`src/core/hpc_pkg.sv`:
```
// Constants for the hub port configuration register bank
package hpc_pkg;
	localparam logic [7:0] HPC_ADDR_BOOST = 8'hF8;
	localparam logic [7:0] HPC_ADDR_SWAP = 8'hFA;
	localparam logic [7:0] HPC_ADDR_REMAP = 8'hFB;
	localparam logic [7:0] HPC_RST_BOOST = 8'h00;
	localparam logic [7:0] HPC_RST_SWAP = 8'h00;
	localparam logic [7:0] HPC_RST_REMAP = 8'h21;
	localparam logic [7:0] HPC_MASK_BOOST = 8'h77;
	localparam logic [7:0] HPC_MASK_SWAP = 8'h0E;
	localparam int HPC_P2_BOOST_LSB = 4;
	localparam int HPC_P1_BOOST_LSB = 0;
	localparam int HPC_P2_MAP_LSB = 4;
	localparam int HPC_P1_MAP_LSB = 0;
	localparam logic [3:0] HPC_MAP_MAX = 4'h3;
	localparam logic [3:0] HPC_MAP_OFF = 4'h0;
	localparam logic [1:0] HPC_PORT_COUNT = 2'h3;
endpackage

```
`src/core/hpc_regs.sv`:
```
// Port configuration registers of the three-port hub
`timescale 1ns/100ps
module hpc_regs
	import hpc_pkg::*;
(
	// Clock and reset
	input wire logic mclk_i,
	input wire logic rst_n_i,
	// Register access from the serial configuration port
	input wire logic wr_en_i,
	input wire logic [7:0] addr_i,
	input wire logic [7:0] wdata_i,
	output logic [7:0] rdata_o,
	// Mode control
	input wire logic remap_mode_enable_i,
	// Static settings to the hub core
	output logic [2:0] port1_drive_current_sel_o,
	output logic [2:0] port2_drive_current_sel_o,
	output logic [3:1] data_pin_swap_o,
	output logic [3:0] port1_logical_o,
	output logic [3:0] port2_logical_o,
	output logic [1:0] port_count_o
);
	// ****************************************
	// Helpers
	// ****************************************
	function automatic logic [3:0] map_clean(input logic [3:0] code);
		if (code > HPC_MAP_MAX) begin
			return HPC_MAP_OFF;
		end
		return code;
	endfunction

	// ****************************************
	// Register storage
	// ****************************************
	logic [7:0] boost;
	logic [7:0] swap;
	logic [7:0] remap;
	logic [7:0] next_boost;
	logic [7:0] next_swap;
	logic [7:0] next_remap;
	logic [7:0] next_rdata;
	logic [3:0] next_p1_log;
	logic [3:0] next_p2_log;

	always_comb begin
		next_boost = boost;
		next_swap = swap;
		next_remap = remap;
		if (wr_en_i) begin
			case (addr_i)
				HPC_ADDR_BOOST: next_boost = wdata_i & HPC_MASK_BOOST;
				HPC_ADDR_SWAP: next_swap = wdata_i & HPC_MASK_SWAP;
				HPC_ADDR_REMAP: begin
					next_remap = {map_clean(wdata_i[7:4]), map_clean(wdata_i[3:0])};
				end
				default: next_remap = remap;
			endcase
		end
		case (addr_i)
			HPC_ADDR_BOOST: next_rdata = next_boost;
			HPC_ADDR_SWAP: next_rdata = next_swap;
			HPC_ADDR_REMAP: next_rdata = next_remap;
			default: next_rdata = 8'h00;
		endcase
		// Default numbering unless remap mode is on
		if (remap_mode_enable_i) begin
			next_p2_log = next_remap[HPC_P2_MAP_LSB +: 4];
			next_p1_log = next_remap[HPC_P1_MAP_LSB +: 4];
		end else begin
			next_p2_log = HPC_RST_REMAP[HPC_P2_MAP_LSB +: 4];
			next_p1_log = HPC_RST_REMAP[HPC_P1_MAP_LSB +: 4];
		end
	end

	always_ff @(posedge mclk_i) begin
		if (!rst_n_i) begin
			boost <= HPC_RST_BOOST;
			swap <= HPC_RST_SWAP;
			remap <= HPC_RST_REMAP;
			rdata_o <= 8'h00;
			port1_drive_current_sel_o <= 3'h0;
			port2_drive_current_sel_o <= 3'h0;
			data_pin_swap_o <= 3'h0;
			port1_logical_o <= HPC_RST_REMAP[HPC_P1_MAP_LSB +: 4];
			port2_logical_o <= HPC_RST_REMAP[HPC_P2_MAP_LSB +: 4];
			port_count_o <= HPC_PORT_COUNT;
		end else begin
			boost <= next_boost;
			swap <= next_swap;
			remap <= next_remap;
			rdata_o <= next_rdata;
			port2_drive_current_sel_o <= next_boost[HPC_P2_BOOST_LSB +: 3];
			port1_drive_current_sel_o <= next_boost[HPC_P1_BOOST_LSB +: 3];
			// Each of bits 3:1 exchanges positive and negative data pins of one port
			data_pin_swap_o <= next_swap[3:1];
			port1_logical_o <= next_p1_log;
			port2_logical_o <= next_p2_log;
			// Only the count is reported; host numbers from one
			port_count_o <= HPC_PORT_COUNT;
		end
	end
endmodule

```
`config.mk`:
```
export PLATFORM = sky130hd
export DESIGN_NAME = hpc_regs
export DESIGN_NICKNAME = d
export VERILOG_FILES = /design/src/core/hpc_pkg.sv /design/src/core/hpc_regs.sv
export SDC_FILE = /design/constraint.sdc
export NUM_CORES = 1
export LEC_CHECK = 0
export BUFFER_PORTS_ARGS = -buffer_cell sky130_fd_sc_hd__buf_2
export CORE_MARGIN = 5
export CORE_UTILIZATION = 45
export CTS_CLUSTER_DIAMETER = 200
export DETAILED_ROUTE_END_ITERATION = 10
export HOLD_SLACK_MARGIN = 0.15
export PLACE_DENSITY = 0.76
export SLEW_MARGIN = 20
export SYNTH_ARGS = -nofsm -noshare
export SYNTH_HDL_FRONTEND = slang
export SYNTH_SLANG_ARGS = --single-unit
export TNS_END_PERCENT = 5
```
`constraint.sdc`:
```
create_clock -name mclk_i -period 1.1 [get_ports mclk_i]
set_input_delay 0.055 -clock mclk_i [delete_from_list [all_inputs] [get_ports mclk_i]]
set_output_delay 0.055 -clock mclk_i [all_outputs]
set_load 0.05 [all_outputs]
```
==> After elaboration in Yosys (flattened, before gate mapping) <==
Index checks and enable logic that the tools add are counted.
{ "totals": {"elab_cells": 32, "register_bits": 49, "output_inout_bits": 27, "in_bits": 20} }
{ "op_classes": {"n_eq_ne": 3, "n_lt_le_gt_ge": 2, "reduce_logical": 1, "n_mux": 17} }
{ "ops": {"columns": ["operator", "n"], "rows": [
  ["8-bit 2-to-1 mux", 6],
  ["8-bit == test, second input constant", 3],
  ["8-bit one-hot mux with 3 select lines", 1],
  ["4-bit 2-to-1 mux", 4],
  ["4-bit by 2-bit > comparator with 1-bit output, second input constant", 2],
  ["1-bit 2-to-1 mux", 6],
  ["2-bit AND reduction", 1]
]} }

==> Longest topological paths before layout <==
Gate-level depths: netlist of the first run.
{ "logic_depth": {"word_depth": 8, "ltp_mapped": 6, "mapped_depth_nobuf": 4} }

==> Worst setup path after synthesis of the first run <==
No wires, ideal clock.
{ "synth_timing": {"path_type": "input to register", "startpoint": "input addr_i[2]", "endpoint": "register remap[0]", "setup_time_ps": 129, "path_slack_ps": -73, "arrival_time_ps": 1044, "required_time_ps": 971, "path_buffers": 2, "cell_stages": 6, "cell_sequence": "nand3b_1 -> or3_1 -> buf_2 -> buf_6 -> mux2i_1 -> nand2_1"} }
{ "synth_between": {"elab_chain_cells": 3} }
{ "synth_lines": {"columns": ["element", "line_no", "source"], "rows": [
  ["start, declared", "hpc_regs.sv:11", "input wire logic [7:0] addr_i,"],
  ["8-bit == test", "hpc_regs.sv:52", "case (addr_i)"],
  ["8-bit 2-to-1 mux", "hpc_regs.sv:52", null],
  ["8-bit 2-to-1 mux", "hpc_regs.sv:51", "if (wr_en_i) begin"],
  ["end signal, assigned", "hpc_regs.sv:92", "remap <= next_remap;"],
  ["end, declared", "hpc_regs.sv:39", "logic [7:0] remap;"]
]} }
Every way passes these cells.
A chain may end at the register's enable or synchronous reset.

==> Final worst setup path of the first run <==
{ "layout_timing": {"startpoint": "register boost[2]", "endpoint": "register rdata_o[2]"} }
{ "layout_between": {"elab_chain_cells": 3} }
{ "layout_lines": {"columns": ["element", "line_no", "source"], "rows": [
  ["start, declared", "hpc_regs.sv:37", "logic [7:0] boost;"],
  ["start signal, assigned", "hpc_regs.sv:90", "boost <= next_boost;"],
  ["8-bit 2-to-1 mux", "hpc_regs.sv:52", null],
  ["8-bit 2-to-1 mux *", "hpc_regs.sv:51", null],
  ["8-bit one-hot mux with 3 select lines *", "hpc_regs.sv:61", "case (addr_i)"],
  ["end signal, assigned", "hpc_regs.sv:93", "rdata_o <= next_rdata;"],
  ["end, declared", "hpc_regs.sv:13", "output logic [7:0] rdata_o,"]
]} }
Every way passes the cells marked *; elsewhere a longest branch is shown, timed or not.

==> impl_summary.log, run 1 <==
INFO  metric critical_path_required = 1280 ps
INFO  metric grtUsageTotal = 16.8%
INFO  metric grt.overflow.total = 0
INFO  metric yosys.cell_count.top_type = dfxtp_1
INFO  metric worst_clock_skew = 2.90 ps
INFO  metric synth-edff-count = 0
INFO  metric dpl_worst_slack = -225 ps
INFO  metric mappedNetlistArea = 1680 sq um
INFO  metric yosys.area.top_type = dfxtp_1
INFO  metric period_needed = approximately 1100 ps
INFO  metric max_cap_violations = 0
INFO  metric ys_async_sr_fraction = 0%
INFO  metric synth.distinct_cells = 32
INFO  metric synth_register_bits = 40
INFO  metric synthDominantCellAreaShare = a little under half
INFO  metric cts_setup_buffers = 0
INFO  metric height_of_the_chip = 71.1 um
INFO  metric crit_path_launch_type = register
INFO  metric endpoint_type_of_the_worst_setup_path = register
INFO  metric post_drt_wl_per_cell = 13.7 um
INFO  metric result_of_the_run = finished, final reports clean
INFO  metric max-clock-path-buffers = 2
INFO  metric post-route-cell-area = 2230 sq um
INFO  metric cts_buffers = 5
INFO  metric postSynthCellCount = 180
INFO  metric setup-violations-final = 0
INFO  metric grt_setup_unrepaired = true
INFO  metric standard_cell_area_after_detailed_placement = 2010 sq um
INFO  metric leakage = between 1 and 1.5 nW
INFO  metric dr.first_iter.drc_count = 74
INFO  metric tritoncts = done
INFO  metric drt_pre_antenna_iters = 4
INFO  metric fmax = roughly 920 MHz
INFO  metric grt_pass1_vias = around 1500
INFO  metric drc_errors = 0
INFO  metric worstPathArrival = 1260 ps
INFO  metric path_max_fanout = 2
INFO  metric start_util = 46.2%
INFO  metric synth_top_cells_by_count = 40 x dfxtp_1, 22 x nand2_1, 16 x mux2i_1
INFO  metric ctsRootBufferMaster = clkbuf_8
INFO  metric hold_viol = 0
INFO  metric grt_antenna_before_repair = 0
INFO  metric clkSlewWorstSetupHoldPaths = ~70 ps
INFO  metric timing.hold.worst.class = primary input to register
INFO  metric post_synth_main_area_contributors = dfxtp_1 48%, mux2i_1 9.5%, and3_1 5.2%, buf_4 4.9%, nand2_1 4.9%
INFO  metric die-area = 5060 sq um
INFO  metric drt_wl_total = 4010 um
INFO  metric timing.final.ws_setup = ~17 ps
INFO  metric layout.nets = 263
INFO  metric floorplan.rows = 22
INFO  metric port-buffer-count = 44
INFO  metric grt_first_pass_wirelength = roughly 6700 um
INFO  metric synth_seq_area_share = 47.7%
INFO  metric power-per-cell-area = approximately 1300 nW/um^2
INFO  metric antenna_cells_inserted = 0
INFO  metric post-dp-hpwl = just under 3000 um
INFO  metric period_share = 98.5%
INFO  metric core_region_area = 3630 sq um
INFO  metric cts_max_level = 2
INFO  metric synthesis.yosys.warnings = 0
INFO  metric share_of_layout_cells_above_drive_strength_1 = 35.7%
INFO  metric synthFlopType = dfxtp_1
INFO  metric avgSynthCellArea = 9.34 sq um
INFO  metric area_delta_synth_final = 32.5%
INFO  metric final_max_slew_viol_count = 0
INFO  metric avgViaCountPerCell = a little under 5
INFO  metric clock_sinks = 40
INFO  metric irDropWorstVdd = 662 uV
INFO  metric grt_max_degree = 23
INFO  metric number_of_nets_with_antenna_violations_after_routing = 0
INFO  metric die_w = 71.1 um
INFO  metric layout.core_utilization = ~60%
INFO  metric worst-setup-path-type = register to register
INFO  metric ioPinCount = 47
INFO  metric routed-via-count = 1443
INFO  metric power.total = 0.00299 W
INFO  metric globalplace.congestion = around 0.83
INFO  metric tns = 0 ps
INFO  metric worstSkewPairLatency = 290 ps
cells by family (layout without fill, tap and decap cells):
| family | count (synthesis) | in the layout | share of synthesized area, % |
|---|---|---|---|
| and+or+nand+nor | 75 | 75 | 24.0 |
| other | 1 | 2 | 0.223 |
| AOI/OAI and AO/OA | 20 | 20 | 7.22 |
| DFF | 40 | 40 | 47.7 |
| muxes | 20 | 20 | 12.2 |
| buffers and inverters | 24 | 87 | 8.71 |
where the power goes:
part | internal (W) | switching [W]
clock | 0.000800 | 0.000491
combinational | 0.000117 | 0.000133
sequential | 0.00145 | 0.000000448
sequential cells by signal, indices dropped and copies added, names as in the netlist:
| name | count |
|---|---|
| port1_drive_current_sel_o | 2 |
| boost | 4 |
| rdata_o | 8 |
| swap | 6 |
| port2_drive_current_sel_o | 2 |
| data_pin_swap_o | 2 |
| port2_logical_o | 4 |
| remap | 8 |
| port1_logical_o | 4 |
per-stage QoR:
step / hold slack, ps / cells
floorplan: 185 / 181
global placement: 298 / 276
detailed placement: 309 / 276
CTS: 151 / 292
global route: 185 / 292
finish: 155 / 292
worst paths after layout:
check,from,endpoint,slack (ps),cells past startpoint
min,addr_i[1],rdata_o[6],150,3
max reg2reg,boost[2],rdata_o[2],20,4
max,boost[2],rdata_o[2],20,4
min reg2reg,swap[4],rdata_o[4],470,2
routing by layer:
layer  up-vias  wire (um)  global-route usage, %
li1        726          -                      -
met1       670       1670                   20.6
met2        42       2000                   28.8
met3         5        262                   2.70
met4         0         66                   7.52
met5         -          0                      0
area by class of cell:
| cell class | instances | area (sq um) |
|---|---|---|
| clock buffers | 7 | 96.3 |
| clock inverters | 1 | 30.0 |
| fillers | 330 | 1410 |
| inverters | 2 | 7.51 |
| multi-input cells | 117 | 742 |
| flip-flops and latches | 40 | 803 |
| well taps | 48 | 60.1 |
| repair buffers | 77 | 488 |
worst max-delay path, stage by stage (launching register included):
cell	delay, ps
dfxtp_2	330
mux2_2	250
mux2i_1	140
o32ai_1	80
and3_1	160
timing repair:
action | CTS | global route
setup endpoints to repair | 1 | 5
hold endpoints to repair | 9 | 0
resized for setup | 1 | 2
hold buffers | 8 | 0
pin swaps | 1 | 2
cloned | 0 | 0
cells in the final DEF, fill, tap and decap left out, types with 3 or more instances in the layout:
| cell type | instances |
|---|---|
| nor3b_1 | 4 |
| nand2b_1 | 3 |
| o22a_1 | 3 |
| mux2_2 | 4 |
| mux2i_1 | 16 |
| dfxtp_1 | 38 |
| clkbuf_8 | 7 |
| nand2_1 | 22 |
| a21oi_1 | 5 |
| nor2_1 | 7 |
| nor2b_1 | 4 |
| nand3_1 | 10 |
| dlygate4sd3_1 | 8 |
| buf_2 | 44 |
| o21ai_0 | 8 |
| buf_4 | 25 |
| and3_1 | 14 |
Power figures use the tool's default switching activity.
==> inputs of run 2 (changes only) <==
Settings changed: SETUP_SLACK_MARGIN set to 0.02.
==> run 2 against run 1 <==
Net effect:
- flip-flop and latch count unchanged
- setup slack worse by 3.1 ps
- sequential share of layout area down 0.23 points
- clock power about the same
- hold slack worse by 3.9 ps
- via count up 1.8%
- first-iteration DRC count down 9.5%
- design area up 0.79%
- largest power group unchanged
==> impl_summary.log, run 2 (synthesis gave the netlist of run 1 again) <==
INFO  metric worstReg2RegStart = boost[2] (unchanged)
INFO  metric number_of_nets_with_antenna_violations_after_routing = 0 (unchanged)
INFO  metric critical_path_required = 1280 ps (about the same)
INFO  metric hold_viol = 0 (unchanged)
INFO  metric routed-via-count = 1469 (was 1443)
INFO  metric die_w = 71.1 um (unchanged)
INFO  metric endpoint_type_of_the_worst_setup_path = register (unchanged)
INFO  metric post-route-cell-area = 2240 sq um (was 2230 sq um)
INFO  metric most_frequent_standard_cell_in_the_layout_excluding_fill_and_tap_cells = buf_2 (unchanged)
INFO  metric tns = 0 ps (unchanged)
INFO  metric final_cell_count_no_fill = 292 (unchanged)
INFO  metric power-per-cell-area = 1330 nW/um^2 (was 1340 nW/um^2)
INFO  metric area_delta_synth_final = 33.6% (was 32.5%)
INFO  metric timing.hold.worst.class = primary input to register (unchanged)
INFO  metric start_util = 46.2% (unchanged)
INFO  metric drc_errors = 0 (unchanged)
INFO  metric share_of_layout_cells_above_drive_strength_1 = 36.5% (was 35.7%)
INFO  metric grt_first_pass_wirelength = 6760 um (was 6680 um)
INFO  metric pwr-share-comb = 8.6% (was 8.4%)
INFO  metric place.detailed.instances = 276 (unchanged)
INFO  metric irDropWorstVdd = 687 uV (was 662 uV)
INFO  metric cts_buffers = 5 (unchanged)
INFO  metric path_max_fanout = 2 (unchanged)
INFO  metric cts_max_level = 2 (unchanged)
INFO  metric leakage = 1.08 nW (was 1.09 nW)
INFO  metric drt_pre_antenna_iters = 4 (unchanged)
INFO  metric period_needed = 1090 ps (was 1080 ps)
INFO  metric antenna_cells_inserted = 0 (unchanged)
INFO  metric ioPinCount = 47 (unchanged)
INFO  metric clock_sinks = 40 (unchanged)
INFO  metric seqPwrFrac = 48.4% (about the same)
INFO  metric grt_setup_unrepaired = true (unchanged)
INFO  metric worstSkewPairLatency = 290 ps (about the same)
INFO  metric post-dp-hpwl = 2910 um (unchanged)
INFO  metric post_drt_wl_per_cell = 14.3 um (was 13.7 um)
INFO  metric die-area = 5060 sq um (unchanged)
INFO  metric layout_common_cells = 44 x buf_2, 37 x dfxtp_1, 24 x buf_4 (was 44 x buf_2, 38 x dfxtp_1, 25 x buf_4)
INFO  metric layout.nets = 263 (unchanged)
INFO  metric height_of_the_chip = 71.1 um (unchanged)
INFO  metric grt_max_degree = 23 (unchanged)
INFO  metric layout.core_utilization = 61.8% (was 61.3%)
INFO  metric timing.final.ws_setup = 13.7 ps (was 16.8 ps)
INFO  metric clkSlewWorstSetupHoldPaths = 70 ps (about the same)
INFO  metric critical_path.cell_chain = mux2_2 -> mux2i_1 -> o32ai_1 -> and3_1 (unchanged)
INFO  metric ctsRootBufferMaster = clkbuf_8 (unchanged)
INFO  metric worstPathArrival = 1270 ps (was 1260 ps)
INFO  metric fmax = 921 MHz (was 923 MHz)
INFO  metric worst_clock_skew = 2.09 ps (was 2.90 ps)
INFO  metric internal_power = 0.00237 W (was 0.00236 W)
INFO  metric core_region_area = 3630 sq um (unchanged)
INFO  metric cts_setup_buffers = 0 (unchanged)
INFO  metric floorplan.rows = 22 (unchanged)
INFO  metric grt.overflow.total = 0 (unchanged)
INFO  metric timing.hold.worst.start = addr_i[1] (unchanged)
INFO  metric path_delay_family = multiplexers (unchanged)
INFO  metric critical-path-slowest-cell = dfxtp_2 (unchanged)
INFO  metric final_max_slew_viol_count = 0 (unchanged)
INFO  metric result_of_the_run = finished, final reports clean (unchanged)
INFO  metric critical_path.startpoint = boost[2] (unchanged)
INFO  metric num-fill-cells = 321 (was 330)
INFO  metric max-clock-path-buffers = 2 (unchanged)
INFO  metric power_switching_share = 20.9% (about the same)
INFO  metric critical_path_buf_inv_count = 0 (unchanged)
INFO  metric share_clk_of_total_power = 43.0% (was 43.2%)
INFO  metric avgViaCountPerCell = 5.03 (was 4.94)
INFO  metric dr.first_iter.drc_count = 67 (was 74)
INFO  metric port-buffer-count = 44 (unchanged)
INFO  metric dpl_worst_slack = -225 ps (unchanged)
INFO  metric period_share = 98.8% (was 98.5%)
INFO  metric setup-violations-final = 0 (unchanged)
INFO  metric standard_cell_area_after_detailed_placement = 2010 sq um (unchanged)
INFO  metric crit_path_launch_type = register (unchanged)
INFO  metric globalplace.congestion = 0.830 (unchanged)
INFO  metric drt_wl_total = 4170 um (was 4010 um)
INFO  metric grt_antenna_before_repair = 0 (unchanged)
INFO  metric grtUsageTotal = 17.0% (was 16.8%)
INFO  metric power.switching = 0.000626 W (was 0.000625 W)
INFO  metric tritoncts = done (unchanged)
INFO  metric max_cap_violations = 0 (unchanged)
INFO  metric worst-setup-path-type = register to register (unchanged)
INFO  metric largestRegisters = rdata_o x8, remap x8, swap x6 (unchanged)
INFO  metric slowest_delay = 340 ps (was 330 ps)
INFO  metric grt_pass1_vias = 1516 (was 1503)
-- run 2: stage by stage --
step / hold slack, ps / power (W)
CTS: 151 / 0.00301
global placement: 298 / 0.00170
detailed placement: 309 / 0.00171
finish: 151 / 0.00299
floorplan: 185 / 0.00160
global route: 184 / 0.00309
-- run 2: worst paths after layout --
path                 to  slack, ps  cells after the start
max          rdata_o[2]         10                      4
min          rdata_o[6]        150                      3
max reg2reg  rdata_o[2]         10                      4
min reg2reg  rdata_o[4]        460                      2
-- run 2: area by class of cell --
class | count | area (sq um) | share of cell area [%]
repair buffers | 77 | 492 | 21.9
flip-flops and latches | 40 | 805 | 35.8
clock inverters | 1 | 30.0 | 1.34
well taps | 48 | 60.1 | 2.68
inverters | 2 | 7.51 | 0.334
clock buffers | 7 | 96.3 | 4.29
multi-input cells | 117 | 754 | 33.6
-- run 2: power by group through the flow --
stage	clock network, W	registers (W)	logic (W)
final	0.00129	0.00145	0.000257
after global routing	0.00136	0.00145	0.000279
after detailed placement	0	0.00148	0.000223
after floorplan	0	0.00148	0.000121
after global placement	0	0.00148	0.000221
after CTS	0.00132	0.00145	0.000247
-- run 2: repair_timing --
item	in CTS	in global routing
endpoints found under the setup margin	3	9
resized for setup	2	6
hold buffers	8	0
pin swaps	2	0
endpoints found under the hold margin	9	0
-- run 2: per-layer routing --
| layer | up-vias | wire (um) | part of all wire, % | global-route usage (%) |
|---|---|---|---|---|
| li1 | 730 | - | - | - |
| met1 | 681 | 1720 | 41 | 21.0 |
| met2 | 53 | 2100 | 50 | 28.9 |
| met3 | 5 | 278 | 6.7 | 2.70 |
| met4 | 0 | 66 | 1.6 | 7.52 |
| met5 | - | 0 | 0 | 0 |
-- run 2: tightest hold or removal path, cell delays in order --
cell	delay, ps
buf_2	160
a21oi_1	90
nor2_1	100
==> inputs of run 3 (changes only) <==
Settings changed: PLACE_DENSITY 0.76 to 0.73.
Clock period 1.1 ns to 1 ns, I/O delays scaled along.
==> run 3 against run 2 <==
Net effect:
- the flow now finishes with violations (setup timing)
- register-to-register slack worse by 110 ps
- wire length down 2.7%
- die area unchanged
- global-route usage down 0.98 points
- cell count up 3.4%
- non-clock buffer count up 10
- total power down 0.10%
- sequential power up 9.7%
- flip-flop and latch count unchanged
- utilization up 2.9 points
==> impl_summary.log, run 3 (synthesis gave the netlist of run 1 again) <==
INFO  metric result_of_the_run = finished with violations (was finished, final reports clean)
INFO  metric violated_checks = setup timing
INFO  metric layout.core_utilization = 64.7% (was 61.8%)
INFO  metric drt_wl_total = 4050 um (was 4170 um)
INFO  metric standard_cell_area_after_detailed_placement = 2080 sq um (was 2010 sq um)
INFO  metric grt_max_degree = 20 (was 23)
INFO  metric final_cell_count_no_fill = 302 (was 292)
INFO  metric share_of_layout_cells_above_drive_strength_1 = 38.6% (was 36.5%)
INFO  metric timing.reg2reg.setup_slack = -90 ps (was 10 ps)
INFO  metric layout.nets = 273 (was 263)
INFO  metric worstSkewPairLatency = 290 ps (about the same)
INFO  metric worst-r2r-cell-count = 4 (unchanged)
INFO  metric power-per-cell-area = 1270 nW/um^2 (was 1330 nW/um^2)
INFO  metric clkSlewWorstSetupHoldPaths = 80 ps (was 70 ps)
INFO  metric max-clock-path-buffers = 2 (unchanged)
INFO  metric global_route.usage.met3 = 5.97% (was 2.70%)
INFO  metric tritoncts = done (unchanged)
INFO  metric busiest_layer = met2 (unchanged)
INFO  metric critical_path_required = 1180 ps (was 1280 ps)
INFO  metric place.detailed.instances = 285 (was 276)
INFO  metric worst-setup-path-type = register to register (unchanged)
INFO  metric clock_sinks = 40 (unchanged)
INFO  metric area_delta_synth_final = 39.8% (was 33.6%)
INFO  metric rr_endpoint = rdata_o[2] (unchanged)
INFO  metric floorplan.rows = 22 (unchanged)
INFO  metric dr.first_iter.drc_count = 78 (was 67)
INFO  metric timing.final.ws_setup = -92.9 ps (was 13.7 ps)
INFO  metric grt_pass1_vias = 1385 (was 1516)
INFO  metric post_drt_wl_per_cell = 13.4 um (was 14.3 um)
INFO  metric post-route-cell-area = 2350 sq um (was 2240 sq um)
INFO  metric worst_clock_skew = 5.46 ps (was 2.09 ps)
INFO  metric critPathCapture = rdata_o[2] (unchanged)
INFO  metric die_w = 71.1 um (unchanged)
INFO  metric hold_viol = 0 (unchanged)
INFO  metric cts_buffers = 5 (unchanged)
INFO  metric grtUsageMet1 = 20.3% (was 21.0%)
INFO  metric drt_pre_antenna_iters = 4 (unchanged)
INFO  metric globalplace.congestion = 0.806 (was 0.830)
INFO  metric tns = -95.4 ps (was 0 ps)
INFO  metric port-buffer-count = 44 (unchanged)
INFO  metric timing.hold.worst.class = primary input to register (unchanged)
INFO  metric antenna_cells_inserted = 0 (unchanged)
INFO  metric number_of_nets_with_antenna_violations_after_routing = 0 (unchanged)
INFO  metric routed-via-count = 1525 (was 1469)
INFO  metric irDropWorstVdd = 836 uV (was 687 uV)
INFO  metric layout_common_cells = 38 x dfxtp_1, 36 x buf_4, 35 x buf_2 (was 44 x buf_2, 37 x dfxtp_1, 24 x buf_4)
INFO  metric most_frequent_standard_cell_in_the_layout_excluding_fill_and_tap_cells = dfxtp_1 (was buf_2)
INFO  metric grt_antenna_before_repair = 0 (unchanged)
INFO  metric grt.overflow.total = 0 (unchanged)
INFO  metric post-dp-hpwl = 2890 um (was 2910 um)
INFO  metric crit_path_launch_type = register (unchanged)
INFO  metric period_needed = 1090 ps (about the same)
INFO  metric worstReg2RegStart = data_pin_swap_o[2] (was boost[2])
INFO  metric ctsRootBufferMaster = clkbuf_8 (unchanged)
INFO  metric setup-violations-final = 2 (was 0)
INFO  metric drc_errors = 0 (unchanged)
INFO  metric grt_first_pass_wirelength = 6350 um (was 6760 um)
INFO  metric period_share = 109% (was 98.8%)
INFO  metric height_of_the_chip = 71.1 um (unchanged)
INFO  metric die-area = 5060 sq um (unchanged)
INFO  metric leakage = 1.14 nW (was 1.08 nW)
INFO  metric endpoint_type_of_the_worst_setup_path = register (unchanged)
INFO  metric fmax = 915 MHz (was 921 MHz)
INFO  metric final_max_slew_viol_count = 0 (unchanged)
INFO  metric grtUsageTotal = 16.0% (was 17.0%)
INFO  metric cts_max_level = 2 (unchanged)
INFO  metric largestRegisters = rdata_o x8, remap x8, swap x6 (unchanged)
INFO  metric critical_path.startpoint = data_pin_swap_o[2] (was boost[2])
INFO  metric power.total = 0.00299 W (about the same)
INFO  metric core_region_area = 3630 sq um (unchanged)
INFO  metric hold_path_depth = 5 (was 3)
INFO  metric worstPathArrival = 1280 ps (was 1270 ps)
INFO  metric max_cap_violations = 0 (unchanged)
INFO  metric path_max_fanout = 2 (unchanged)
INFO  metric ioPinCount = 47 (unchanged)
INFO  metric grt_setup_unrepaired = true (unchanged)
INFO  metric start_util = 46.2% (unchanged)
INFO  metric avgViaCountPerCell = 5.05 (was 5.03)
INFO  metric grt_util_met2 = 25.0% (was 28.9%)
INFO  metric cts_setup_buffers = 0 (unchanged)
run 3: critical path: stages (launching register included):
cell and delay [ps]:
dfxtp_1 320, mux2_2 250, mux2i_1 140, o32ai_1 80, and3_1 180
run 3: power by group:
| part | switching, W | total [W] | internal, W | leakage [nW] |
|---|---|---|---|---|
| Clock | 0.000553 | 0.00110 | 0.000550 | 0.0510 |
| Combinational | 0.000149 | 0.000294 | 0.000145 | 0.762 |
| Sequential | 0.000000496 | 0.00159 | 0.00159 | 0.323 |
run 3: what timing repair did:
item / 4_1_cts / 5_1_grt
endpoints found under the setup margin: 7 / 15
gates resized for setup: 7 / 19
hold endpoints to repair: 13 / 0
pin swaps: 2 / 0
hold buffers: 9 / 0
run 3: how the worst min path moves through the flow:
stage	start	end	slack [ps]
after global placement	wdata_i[4]	port2_drive_current_sel_o[0]	300
after detailed placement	wdata_i[4]	port2_drive_current_sel_o[0]	300
final	wdata_i[1]	rdata_o[1]	160
after floorplan	wdata_i[2]	boost[2]	180
after CTS	wdata_i[1]	rdata_o[1]	150
after global routing	wdata_i[1]	rdata_o[1]	180
run 3: metrics by stage:
step / hold WS, ps / worst slack (ps)
after floorplan: 180 / -168
after global routing: 178 / -114
final: 163 / -92.9
after detailed placement: 297 / -259
after global placement: 295 / -256
after CTS: 153 / -89.1
run 3: final cells by class:
cell class | instances | area, sq um
fill | 308 | 1280
sequential | 40 | 803
multi-input combinational | 117 | 773
timing repair buffer | 87 | 613
clock buffer | 6 | 82.6
tap | 48 | 60.1
clock inverter | 2 | 10.0
inverter | 2 | 7.51
run 3: metal layers:
metal	share of wire [%]	routed length, um
met1	44	1780
met2	47	1910
met3	6.7	273
met4	2.2	88
met5	0	0
